**src/verilog/acs_map.vh**
```
// register map, field positions and constants of the adc sequencer
`ifndef ACS_MAP_VH
`define ACS_MAP_VH
`define ACS_ADDR_CTRL 8'h00
`define ACS_ADDR_LAST 8'h09
`define ACS_CH_STRIDE 8'h03
`define ACS_OFS_RESULT 8'h01
`define ACS_OFS_CFGA 8'h02
`define ACS_OFS_CFGB 8'h03
`define ACS_GO_BIT 15
`define ACS_READ_BIT 14
`define ACS_START_CH1_BIT 2
`define ACS_START_CH2_BIT 1
`define ACS_START_TEMP_BIT 0
`define ACS_SE_MSB 11
`define ACS_SE_LSB 8
`define ACS_GAIN_MSB 15
`define ACS_GAIN_LSB 11
`define ACS_CLK_MSB 10
`define ACS_CLK_LSB 8
`define ACS_RES_MSB 6
`define ACS_RES_LSB 4
`define ACS_CO_MSB 3
`define ACS_CO_LSB 0
`define ACS_BIAS_MSB 6
`define ACS_BIAS_LSB 4
`define ACS_REF_MSB 1
`define ACS_REF_LSB 0
`define ACS_RST_ZERO 16'h0000
`define ACS_RST_CFGB 16'h0070
`define ACS_MASK_CTRL 16'h0F07
`define ACS_MASK_CFGA 16'hFF7F
`define ACS_MASK_CFGB_CH 16'h0073
`define ACS_MASK_CFGB_T 16'h0070
`define ACS_SE_NONE 4'h0
`define ACS_SE_FIXED_FIRST 4'h4
`define ACS_SE_FIXED_LAST 4'h7
`define ACS_SRC_NONE 2'h0
`define ACS_SRC_CH1 2'h1
`define ACS_SRC_CH2 2'h2
`define ACS_SRC_TEMP 2'h3
`define ACS_DIV_MIN 10'h004
`define ACS_LEN_RES0 12'h100
`define ACS_LEN_RES1 12'h140
`define ACS_LEN_RES2 12'h200
`define ACS_LEN_RES3 12'h280
`define ACS_LEN_RES4 12'h320
`define ACS_LEN_RES5 12'h500
`define ACS_LEN_RES6 12'h800
`endif

```
**src/verilog/acs_sequencer.v**
```verilog
// adc conversion sequencer: module port registers and conversion control
//
// Contract
// - start bit 2 converts channel 1, result into channel 1 result
// - start bit 1 converts channel 2, result into channel 2 result
// - start bit 0 converts temperature, result into temperature result
// - cpu halted while converting; launching start bit cleared at end
// - priority channel 1, then 2, then temperature; selector 0 is differential
// - temperature alone with nonzero selector: no conversion, no result
// - nonzero selector routes chosen source to channel 1 or 2
// - selector codes 4 to 7 force fixed 0.7 gain
// - settings a: gain, clock code, resolution, coarse offset fields
// - settings b: bias field; channels also have reference select
// - adc clock is system clock divided by 4 up to 512
// - resolution code sets bit count and adc clocks per conversion
// - settings b reset to 0070h, others to 0000h
// - decodes 00h to 09h; result registers read only
// - go bit 15 starts transfer, bit 14 read; device ends it
// - only low 8 address bits decoded; address port untouched
`timescale 1ns/10ps
`include "acs_map.vh"
module acs_sequencer #(
   parameter NUM_CH = 3,
   parameter DATA_W = 16
) (
   input wire ref_clk_i,
   input wire resetn_i,
   input wire [DATA_W-1:0] module_address_port_i,
   input wire [DATA_W-1:0] module_data_port_i,
   input wire [DATA_W-1:0] module_control_port_i,
   input wire [DATA_W-1:0] conv_result_i,
   output reg [DATA_W-1:0] module_data_port_o,
   output reg module_data_load_o,
   output reg transfer_done_o,
   output reg cpu_halt_o,
   output reg conv_run_o,
   output wire conv_clk_o,
   output reg [1:0] conv_source_o,
   output reg [3:0] single_ended_select_o,
   output reg [4:0] gain_code_o,
   output reg fixed_gain_o,
   output reg [2:0] resolution_code_o,
   output reg [3:0] coarse_offset_code_o,
   output reg [2:0] bias_code_o,
   output reg [1:0] reference_select_o
);
   localparam ST_IDLE = 2'b01;
   localparam ST_CONV = 2'b10;

   reg [1:0] state_reg;
   reg [1:0] state_next;
   reg [DATA_W-1:0] ctrl_reg;
   reg [DATA_W-1:0] ctrl_next;
   reg [NUM_CH-1:0] act_reg;
   reg [NUM_CH-1:0] act_next;
   reg xfer_wait_reg;
   reg launch_w;
   reg refuse_w;
   reg [NUM_CH-1:0] pick_w;
   reg [DATA_W-1:0] pick_cfga;
   reg [DATA_W-1:0] pick_cfgb;
   reg [DATA_W-1:0] rd_mux;
   wire [7:0] addr_w;
   wire in_range;
   wire take;
   wire wr_take;
   wire rd_take;
   wire [NUM_CH-1:0] start_vec;
   wire [3:0] se_w;
   wire se_fixed;
   wire timer_done;
   wire [NUM_CH*DATA_W-1:0] cfga_all;
   wire [NUM_CH*DATA_W-1:0] cfgb_all;
   wire [NUM_CH*DATA_W-1:0] result_all;
   integer k;
   // own loop index per process keeps each variable single-driven
   integer j;

   // ----------------------------------------------------------------
   // module port transfers
   // ----------------------------------------------------------------
   // low byte decode only
   assign addr_w = module_address_port_i[7:0];
   assign in_range = (addr_w <= `ACS_ADDR_LAST);
   assign take = module_control_port_i[`ACS_GO_BIT] && !xfer_wait_reg && in_range;
   assign wr_take = take && !module_control_port_i[`ACS_READ_BIT];
   assign rd_take = take && module_control_port_i[`ACS_READ_BIT];

   // go stays high until the cpu sees done; guard against a second take
   always @(posedge ref_clk_i) begin
      if (!resetn_i) begin
         xfer_wait_reg <= 1'b0;
      end else if (take) begin
         xfer_wait_reg <= 1'b1;
      end else if (!module_control_port_i[`ACS_GO_BIT]) begin
         xfer_wait_reg <= 1'b0;
      end
   end

   always @* begin
      rd_mux = `ACS_RST_ZERO;
      if (addr_w == `ACS_ADDR_CTRL) begin
         rd_mux = ctrl_reg;
      end
      for (k = 0; k < NUM_CH; k = k + 1) begin
         if (addr_w == k * `ACS_CH_STRIDE + `ACS_OFS_RESULT) begin
            rd_mux = result_all[k*DATA_W +: DATA_W];
         end
         if (addr_w == k * `ACS_CH_STRIDE + `ACS_OFS_CFGA) begin
            rd_mux = cfga_all[k*DATA_W +: DATA_W];
         end
         if (addr_w == k * `ACS_CH_STRIDE + `ACS_OFS_CFGB) begin
            rd_mux = cfgb_all[k*DATA_W +: DATA_W];
         end
      end
   end

   always @(posedge ref_clk_i) begin
      if (!resetn_i) begin
         transfer_done_o <= 1'b0;
         module_data_load_o <= 1'b0;
         module_data_port_o <= `ACS_RST_ZERO;
      end else begin
         transfer_done_o <= take;
         module_data_load_o <= rd_take;
         if (rd_take) begin
            module_data_port_o <= rd_mux;
         end
      end
   end

   // ----------------------------------------------------------------
   // per channel settings and results
   // ----------------------------------------------------------------
   genvar ch;
   generate
      for (ch = 0; ch < NUM_CH; ch = ch + 1) begin : g_ch
         reg [DATA_W-1:0] cfga_reg;
         reg [DATA_W-1:0] cfgb_reg;
         reg [DATA_W-1:0] result_reg;
         wire [7:0] base_w;
         wire [31:0] base_full;
         wire [DATA_W-1:0] mask_b;
         // product is 32 bits wide; only the low byte is an address
         assign base_full = ch * `ACS_CH_STRIDE;
         assign base_w = base_full[7:0];
         assign mask_b = (ch == NUM_CH - 1) ? `ACS_MASK_CFGB_T : `ACS_MASK_CFGB_CH;
         always @(posedge ref_clk_i) begin
            if (!resetn_i) begin
               cfga_reg <= `ACS_RST_ZERO;
               cfgb_reg <= `ACS_RST_CFGB;
               result_reg <= `ACS_RST_ZERO;
            end else begin
               if (wr_take && addr_w == base_w + `ACS_OFS_CFGA) begin
                  cfga_reg <= module_data_port_i & `ACS_MASK_CFGA;
               end
               if (wr_take && addr_w == base_w + `ACS_OFS_CFGB) begin
                  cfgb_reg <= module_data_port_i & mask_b;
               end
               if (timer_done && act_reg[ch]) begin
                  result_reg <= conv_result_i;
               end
            end
         end
         assign cfga_all[ch*DATA_W +: DATA_W] = cfga_reg;
         assign cfgb_all[ch*DATA_W +: DATA_W] = cfgb_reg;
         assign result_all[ch*DATA_W +: DATA_W] = result_reg;
      end
   endgenerate

   // ----------------------------------------------------------------
   // launch selection
   // ----------------------------------------------------------------
   // bit order of start_vec follows channel index: ch1, ch2, temp
   assign start_vec = {ctrl_reg[`ACS_START_TEMP_BIT],
                       ctrl_reg[`ACS_START_CH2_BIT],
                       ctrl_reg[`ACS_START_CH1_BIT]};
   assign se_w = ctrl_reg[`ACS_SE_MSB:`ACS_SE_LSB];
   assign se_fixed = (se_w >= `ACS_SE_FIXED_FIRST) && (se_w <= `ACS_SE_FIXED_LAST);

   always @* begin
      pick_w = {NUM_CH{1'b0}};
      launch_w = 1'b0;
      refuse_w = 1'b0;
      if (state_reg == ST_IDLE) begin
         if (start_vec[0]) begin
            pick_w[0] = 1'b1;
            launch_w = 1'b1;
         end else if (start_vec[1]) begin
            pick_w[1] = 1'b1;
            launch_w = 1'b1;
         end else if (start_vec[2]) begin
            if (se_w == `ACS_SE_NONE) begin
               pick_w[2] = 1'b1;
               launch_w = 1'b1;
            end else begin
               refuse_w = 1'b1;
            end
         end
      end
   end

   always @* begin
      pick_cfga = `ACS_RST_ZERO;
      pick_cfgb = `ACS_RST_ZERO;
      for (j = 0; j < NUM_CH; j = j + 1) begin
         if (pick_w[j]) begin
            pick_cfga = cfga_all[j*DATA_W +: DATA_W];
            pick_cfgb = cfgb_all[j*DATA_W +: DATA_W];
         end
      end
   end

   // ----------------------------------------------------------------
   // control register and state machine
   // ----------------------------------------------------------------
   always @* begin
      ctrl_next = ctrl_reg;
      state_next = state_reg;
      act_next = act_reg;
      case (state_reg)
         ST_IDLE: begin
            if (launch_w) begin
               state_next = ST_CONV;
               act_next = pick_w;
            end
            // refused temperature request drops without a result
            if (refuse_w) begin
               ctrl_next[`ACS_START_TEMP_BIT] = 1'b0;
            end
         end
         ST_CONV: begin
            if (timer_done) begin
               state_next = ST_IDLE;
               act_next = {NUM_CH{1'b0}};
               if (act_reg[0]) begin
                  ctrl_next[`ACS_START_CH1_BIT] = 1'b0;
               end
               if (act_reg[1]) begin
                  ctrl_next[`ACS_START_CH2_BIT] = 1'b0;
               end
               if (act_reg[2]) begin
                  ctrl_next[`ACS_START_TEMP_BIT] = 1'b0;
               end
            end
         end
         default: begin
            state_next = ST_IDLE;
            act_next = {NUM_CH{1'b0}};
         end
      endcase
      // a software write lands after the hardware clear, so a new set wins
      if (wr_take && addr_w == `ACS_ADDR_CTRL) begin
         ctrl_next = module_data_port_i & `ACS_MASK_CTRL;
      end
   end

   always @(posedge ref_clk_i) begin
      if (!resetn_i) begin
         state_reg <= ST_IDLE;
         ctrl_reg <= `ACS_RST_ZERO;
         act_reg <= {NUM_CH{1'b0}};
      end else begin
         state_reg <= state_next;
         ctrl_reg <= ctrl_next;
         act_reg <= act_next;
      end
   end

   // ----------------------------------------------------------------
   // converter settings and cpu halt
   // ----------------------------------------------------------------
   always @(posedge ref_clk_i) begin
      if (!resetn_i) begin
         cpu_halt_o <= 1'b0;
         conv_run_o <= 1'b0;
         conv_source_o <= `ACS_SRC_NONE;
         single_ended_select_o <= `ACS_SE_NONE;
         gain_code_o <= 5'h00;
         fixed_gain_o <= 1'b0;
         resolution_code_o <= 3'h0;
         coarse_offset_code_o <= 4'h0;
         bias_code_o <= 3'h0;
         reference_select_o <= 2'h0;
      end else if (launch_w) begin
         cpu_halt_o <= 1'b1;
         conv_run_o <= 1'b1;
         conv_source_o <= pick_w[0] ? `ACS_SRC_CH1 :
                          pick_w[1] ? `ACS_SRC_CH2 : `ACS_SRC_TEMP;
         single_ended_select_o <= se_w;
         gain_code_o <= pick_cfga[`ACS_GAIN_MSB:`ACS_GAIN_LSB];
         fixed_gain_o <= se_fixed && !pick_w[2];
         resolution_code_o <= pick_cfga[`ACS_RES_MSB:`ACS_RES_LSB];
         coarse_offset_code_o <= pick_cfga[`ACS_CO_MSB:`ACS_CO_LSB];
         bias_code_o <= pick_cfgb[`ACS_BIAS_MSB:`ACS_BIAS_LSB];
         reference_select_o <= pick_cfgb[`ACS_REF_MSB:`ACS_REF_LSB];
      end else if (timer_done) begin
         cpu_halt_o <= 1'b0;
         conv_run_o <= 1'b0;
         conv_source_o <= `ACS_SRC_NONE;
      end
   end

   // ----------------------------------------------------------------
   // conversion timer
   // ----------------------------------------------------------------
   // divided conversion clock
   acs_conv_timer u_timer (
      .ref_clk_i(ref_clk_i),
      .resetn_i(resetn_i),
      .start_i(launch_w),
      .clock_code_i(pick_cfga[`ACS_CLK_MSB:`ACS_CLK_LSB]),
      .resolution_code_i(pick_cfga[`ACS_RES_MSB:`ACS_RES_LSB]),
      .adc_clk_o(conv_clk_o),
      .done_o(timer_done)
   );
endmodule // acs_sequencer

```
**src/verilog/acs_conv_timer.v**
```verilog
// conversion timer: adc clock divider and adc clock counter
`timescale 1ns/10ps
`include "acs_map.vh"
module acs_conv_timer (
   input wire ref_clk_i,
   input wire resetn_i,
   input wire start_i,
   input wire [2:0] clock_code_i,
   input wire [2:0] resolution_code_i,
   output reg adc_clk_o,
   output reg done_o
);
   reg run_reg;
   reg [9:0] div_cnt_reg;
   reg [9:0] div_last_reg;
   reg [9:0] half_reg;
   reg [11:0] clk_cnt_reg;
   reg [11:0] len_last_reg;
   reg [11:0] len_w;
   wire [9:0] div_w;
   wire [9:0] div_cnt_inc;

   assign div_w = `ACS_DIV_MIN << clock_code_i;
   assign div_cnt_inc = div_cnt_reg + 10'h001;

   always @* begin
      case (resolution_code_i)
         3'h0: len_w = `ACS_LEN_RES0;
         3'h1: len_w = `ACS_LEN_RES1;
         3'h2: len_w = `ACS_LEN_RES2;
         3'h3: len_w = `ACS_LEN_RES3;
         3'h4: len_w = `ACS_LEN_RES4;
         3'h5: len_w = `ACS_LEN_RES5;
         default: len_w = `ACS_LEN_RES6;
      endcase
   end

   always @(posedge ref_clk_i) begin
      if (!resetn_i) begin
         run_reg <= 1'b0;
         div_cnt_reg <= 10'h000;
         div_last_reg <= 10'h000;
         half_reg <= 10'h000;
         clk_cnt_reg <= 12'h000;
         len_last_reg <= 12'h000;
         adc_clk_o <= 1'b0;
         done_o <= 1'b0;
      end else begin
         done_o <= 1'b0;
         if (start_i && !run_reg) begin
            run_reg <= 1'b1;
            div_cnt_reg <= 10'h000;
            clk_cnt_reg <= 12'h000;
            div_last_reg <= div_w - 10'h001;
            half_reg <= div_w >> 1;
            len_last_reg <= len_w - 12'h001;
            adc_clk_o <= 1'b1;
         end else if (run_reg) begin
            if (div_cnt_reg == div_last_reg) begin
               div_cnt_reg <= 10'h000;
               if (clk_cnt_reg == len_last_reg) begin
                  run_reg <= 1'b0;
                  done_o <= 1'b1;
                  adc_clk_o <= 1'b0;
               end else begin
                  clk_cnt_reg <= clk_cnt_reg + 12'h001;
                  adc_clk_o <= 1'b1;
               end
            end else begin
               div_cnt_reg <= div_cnt_inc;
               adc_clk_o <= (div_cnt_inc < half_reg);
            end
         end
      end
   end
endmodule // acs_conv_timer

```
**config.mk**
```make
export PLATFORM = sky130hd
export DESIGN_NAME = acs_sequencer
export DESIGN_NICKNAME = d
export VERILOG_FILES = /design/src/verilog/acs_sequencer.v /design/src/verilog/acs_conv_timer.v
export VERILOG_INCLUDE_DIRS = /design/src /design/src/verilog
export SDC_FILE = /design/constraint.sdc
export NUM_CORES = 1
export LEC_CHECK = 0
export ABC_AREA = 1
export BUFFER_PORTS_ARGS = -buffer_cell sky130_fd_sc_hd__buf_2
export CAP_MARGIN = 10
export CORE_AREA = 2 2 126 140
export DETAILED_ROUTE_END_ITERATION = 6
export DIE_AREA = 0 0 128 142
export HOLD_SLACK_MARGIN = 0.02
export PLACE_DENSITY_LB_ADDON = 0.2
export SLEW_MARGIN = 20
export SYNTH_ARGS = -nofsm -noshare
export SYNTH_HDL_FRONTEND = slang
export SYNTH_SLANG_ARGS = --single-unit
```
**constraint.sdc**
```tcl
create_clock -name ref_clk_i -period 3 [get_ports ref_clk_i]
set_clock_uncertainty 0.2 [all_clocks]
set_input_delay 0.45 -clock ref_clk_i [delete_from_list [all_inputs] [get_ports ref_clk_i]]
set_output_delay 0.45 -clock ref_clk_i [all_outputs]
set_load 0.02 [all_outputs]
```
Word level (Yosys, flattened, before mapping)

Cells that the tools add are included.

Register bits after elaboration: 218
Output and inout bits: 45
Input port bits: 66

Shift-type cells: 1
Equal/unequal tests: 24
Reductions and logical operators: 38
Multiplexer cells: 63
Bitwise gates (word level): 4
$add $sub $neg: 4
Magnitude comparators: 4

Operators with widths:

| cell                  | number |
|---|---|
| $mux 16               | 12 |
| $pmux 12 s6           | 1 |
| $eq 8x3->1 const B    | 4 |
| $mux 1                | 30 |
| $mux 7                | 3 |
| $logic_and 1x1->1     | 17 |
| $eq 8x2->1 const B    | 2 |
| $eq 8x4->1 const B    | 2 |
| $mux 3                | 5 |
| $mux 2                | 7 |
| $add 12x1->12 const B | 1 |
| $eq 12x12->1          | 1 |
| $mux 12               | 1 |
| $reduce_bool 2->1     | 6 |
| $sub 12x1->12 const B | 1 |
| $add 10x1->10 const B | 1 |
| $eq 10x10->1          | 1 |
| $lt 10x9->1           | 1 |
| $mux 10               | 1 |
| $shl 3x3->10 const A  | 1 |
| $sub 10x1->10 const B | 1 |
| $reduce_and 3->1      | 3 |
| $eq 8x1->1 const B    | 1 |
| $le 8x4->1 const B    | 1 |
| 23 further kinds      | 34 |

Depth between registers and ports, before layout

Word-level depth: 12
Depth in mapped cells: 18
Mapped depth without buffers: 18

By module

A second synthesis with hierarchy kept.

Cell total of the unflattened synthesis: 1346
Area, all modules: 9653.0 um^2

By module, submodules not included:

| module         | area each (um^2) | cells each | instances | sequential area each (um^2) |
|---|---|---|---|---|
| acs_sequencer  | 6945.4           | 968        | 1         | 3243.1 |
| acs_conv_timer | 2707.6           | 378        | 1         | 980.9 |

Least setup slack after synthesis

Ideal clock, no wire load.

Kind: reg2reg
Start: reg state_reg[0]
End: reg u_timer.div_last_reg[4]
Stages on the path, launching flop included: 13
Path slack: 897 ps
Arrival time: 1789 ps
Buffers on the path: 0
Period minus slack after synthesis: 2103 ps
Required time: 2687 ps
Cells stage by stage: dfxtp_1 inv_1 nor2_4 nand3_2 o21ai_0 o21ai_4 nor2_1 nand2_1 ha_1 nand2_1 nand2_1 o21ai_1 inv_1

Word-level cells in the longest chain between the ends: 7
Elaborated cells on any way between the ends: 9
Those cells by class: add/sub (1); eq/ne (1); shift (1); mux (5); reduce/logical (1)

RTL lines:

| what                     | RTL line            | text |
|---|---|---|
| start: declaration       | acs_sequencer.v:50  | `reg [1:0] state_reg;` |
| start signal: assignment | acs_sequencer.v:264 | `state_reg <= state_next;` |
| $eq 2x1->1 *             | acs_sequencer.v:185 | `if (state_reg == ST_IDLE) begin` |
| $mux 3                   | acs_sequencer.v:185 |  |
| $mux 16 (3 in series)    | acs_sequencer.v:207 | `if (pick_w[j]) begin` |
| $shl 3x3->10 (no line)   | --                  |  |
| $sub 10x1->10            | acs_conv_timer.v:54 | `div_last_reg <= div_w - 10'h001;` |
| end signal: assignment   | acs_conv_timer.v:54 |  |
| end: declaration         | acs_conv_timer.v:15 | `reg [9:0] div_last_reg;` |

Every way passes the cells marked *; elsewhere a longest branch is shown, timed or not.
A chain may end at the register's enable or synchronous reset.

Worst setup path after layout

Start: reg state_reg[0]
End: reg u_timer.len_last_reg[7]

Word-level cells in the longest chain between the ends: 8
Elaborated cells on any way between the ends: 15
Those cells by class: add/sub (1); eq/ne (6); mux (6); reduce/logical (2)

RTL lines:

| what                                     | RTL line            | text |
|---|---|---|
| $eq 2x1->1 *                             | acs_sequencer.v:185 |  |
| $mux 3                                   | acs_sequencer.v:185 |  |
| $mux 16 (3 in series)                    | acs_sequencer.v:207 |  |
| $eq 3x3->1, or another cell as far along | acs_conv_timer.v:27 | `case (resolution_code_i)` |
| $pmux 12 s6                              | acs_conv_timer.v:27 |  |
| $sub 12x1->12                            | acs_conv_timer.v:56 | `len_last_reg <= len_w - 12'h001;` |
| end signal: assignment                   | acs_conv_timer.v:56 |  |
| end: declaration                         | acs_conv_timer.v:18 | `reg [11:0] len_last_reg;` |

Marked as above.

==> impl_metrics.json <==
{
  "placed_cell_area_sq_mm": 0.01027,
  "status": "finished, final reports clean",
  "antenna_found_initial": 0,
  "peakVddDrop_v": 0.0004042,
  "synthDistinctLibCells": 47,
  "hold_depth": 3,
  "switchingPower_w": 0.001241,
  "grt_first_pass_wirelength_um": 41450,
  "grt_util_all_layers": 0.2826,
  "p_sw_frac": 0.2106,
  "maxCapViolCount": 0,
  "die_h_um": 142,
  "design_area_sq_mm": 0.01109,
  "tightest_slew_ps": 1021,
  "clk_pin_slew_ps": 60,
  "arrival_ps": 2860,
  "wl_um": 25800,
  "avgRoutedWirePerCell_um": 15.81,
  "ff2ff_path_depth": 14,
  "h-tree-depth": 1,
  "first_global_vias": 8207,
  "dpl.hpwl_um": 18530,
  "rsz0062_at_grt": "no",
  "layout-area-overhead-vs-synth_pct": 14.45,
  "p_clk_frac": 0.499,
  "hp-start": "conv_result_i[11]",
  "fp.dieW_um": 128,
  "largest_reg_flops": 48,
  "yosysWarnings": 0,
  "nFillCells": 1539,
  "period_minus_slack_ps": 2670,
  "fmax_mhz": 374.6,
  "finalPower_w": 0.005892,
  "root_buffer": "clkbuf_16",
  "required_ps": 3190,
  "whs_endpoint": "g_ch[0].result_reg[11]",
  "drive_above_1_share": 0.1419,
  "reg2reg_from": "state_reg[0]",
  "startpoint_type": "flip-flop",
  "power.internal_w": 0.004651,
  "setup_viol": 0,
  "numCtsBuffers": 23,
  "criticalPathCategory": "flip-flop to flip-flop",
  "first_pass_iters": 5,
  "clock_latency_ps": 500,
  "cts_tree": "built",
  "final_cell_mix": "nand2_1 (252), dfxtp_1 (210), inv_1 (158), nor2_1 (153), a21oi_1 (144)",
  "io_pins": 111,
  "total_leakage_power_nw": 4.470,
  "synth_flop_cell": "dfxtp_1",
  "seq_area_frac_synth": 0.4338,
  "start_util": 0.5781,
  "final_hold_viol_count": 0,
  "p_comb_frac": 0.028,
  "coreArea_sq_mm": 0.01677,
  "syn_avg_cell_area_sq_um": 7.282,
  "r2r_end": "u_timer.len_last_reg[7]",
  "insertedDiodeCount": 0,
  "ys_ff_latch": 210,
  "seq_power_share": 0.473,
  "whs_ps": 30.23,
  "vias_per_cell": 5.511,
  "grt_max_degree": 104,
  "hold_class": "primary input to flip-flop",
  "setup-tns-final_ps": 0,
  "vias": 8994,
  "io_buffers": 87,
  "cts_sinks": 210,
  "synth_nets": 1408,
  "num_rows": 50,
  "cts_setup_buffers": 0,
  "dieArea_sq_mm": 0.01818,
  "grt_overflow": 0,
  "drc": 0,
  "antenna_left": 0,
  "nets": 1485,
  "crit_fanout": 15,
  "synth_edf_count": 0,
  "gp_congestion": 0.9122,
  "r2r_slack_ps": 330,
  "clockBufferDepth": 3,
  "end_kind": "flip-flop",
  "syn_inst": 1331,
  "slew-limit-headroom": 0.3179,
  "initialDrtViolationCount": 727,
  "final_common_cell": "nand2_1",
  "synthArstFlopShare": 0,
  "syn-cell-area_sq_mm": 0.009692,
  "maxSlewViolCount": 0,
  "period_share": 0.8899,
  "power_density_mw_per_mm2": 531.2
}
==> power by group through the flow <==
stage | clock [W] | combinational, W | sequential [W]
after global placement | 0 | 0.000157 | 0.00285
final | 0.00294 | 0.000164 | 0.00279
after global routing | 0.00309 | 0.000181 | 0.00279
after floorplan | 0 | 0.0000864 | 0.00285
after detailed placement | 0 | 0.000159 | 0.00285
after CTS | 0.00297 | 0.000162 | 0.00279
==> area by class of cell <==
type | count | area (sq um) | area share
Clock buffer | 32 | 669.4 | 0.06035
Clock inverter | 9 | 126.4 | 0.01139
Inverter | 166 | 624.3 | 0.05629
Multi-Input combinational cell | 897 | 4579 | 0.4129
Sequential cell | 210 | 4204 | 0.3790
Tap cell | 208 | 260.3 | 0.02346
Timing Repair Buffer | 110 | 628.1 | 0.05663
==> through the flow <==
stage	util	worst slack [ps]	std cells
2_1_floorplan	-	897.5	1331
3_3_place_gp	0.6123	443.8	1588
3_5_place_dp	0.6123	394.8	1588
4_1_cts	0.6616	385.7	1632
5_1_grt	0.6616	139.0	1632
6_report	0.6616	330.2	1632
==> cells by family after synthesis <==
family | count (synthesis) | synth area share
AND/OR/NAND/NOR | 502 | 0.2218
AO/OA/AOI/OAI | 358 | 0.2130
XOR/XNOR | 26 | 0.02350
adder cells (fa/ha/maj) | 11 | 0.01420
buffers and inverters | 224 | 0.09372
flip-flops | 210 | 0.4338
==> how the worst max path moves through the flow <==
stage                                    endpoint                startpoint  cells after the start
after CTS                 u_timer.len_last_reg[7]              state_reg[0]                     14
final                     u_timer.len_last_reg[7]              state_reg[0]                     14
after floorplan           u_timer.div_last_reg[4]              state_reg[0]                     12
after global placement       g_ch[2].cfga_reg[13]  module_address_port_i[5]                     11
after global routing      u_timer.len_last_reg[7]              state_reg[0]                     14
after detailed placement  u_timer.len_last_reg[7]              state_reg[0]                     14
==> Yosys cell counts, types with 7 or more instances <==
cell / n / share of area
nand2_2: 10 / 0.0065
buf_2: 11 / 0.0057
a21oi_1: 144 / 0.074
nor3_1: 8 / 0.0041
o22ai_1: 19 / 0.012
a211oi_2: 15 / 0.019
o21ai_1: 16 / 0.0083
nand3_1: 43 / 0.022
nor2_1: 153 / 0.059
clkbuf_1: 35 / 0.014
nand4_1: 11 / 0.0071
nand2_1: 252 / 0.098
dfxtp_1: 210 / 0.43
xor2_1: 20 / 0.018
ha_1: 11 / 0.014
nor2_2: 7 / 0.0045
o21ai_0: 123 / 0.064
inv_1: 158 / 0.061
o211ai_1: 15 / 0.012
==> worst max-delay path, stage by stage (launching register included) <==
cell     delay [ps]
dfxtp_1         320
inv_1            70
nor2_4          190
nand2_1         140
nor2_4          210
inv_2           200
o21ai_1         390
inv_1           170
nor2_2          150
nand2_1          90
ha_1            190
inv_1            60
nand2_1          50
nand2_1          50
o21ai_1          50
==> repair_timing <==
| action | CTS | global route |
|---|---|---|
| hold buffers | 3 | 0 |
| endpoints found under the setup margin | 0 | 0 |
| gates resized for setup | 0 | 0 |
| endpoints found under the hold margin | 3 | 0 |
==> routing by layer <==
metal | global-route usage | wire (um)
met2 | 0.4644 | 11930
met1 | 0.3778 | 11270
met3 | 0.03534 | 1513
met5 | 0 | 0
met4 | 0.1168 | 1085
(Power assumes the default switching activity.)
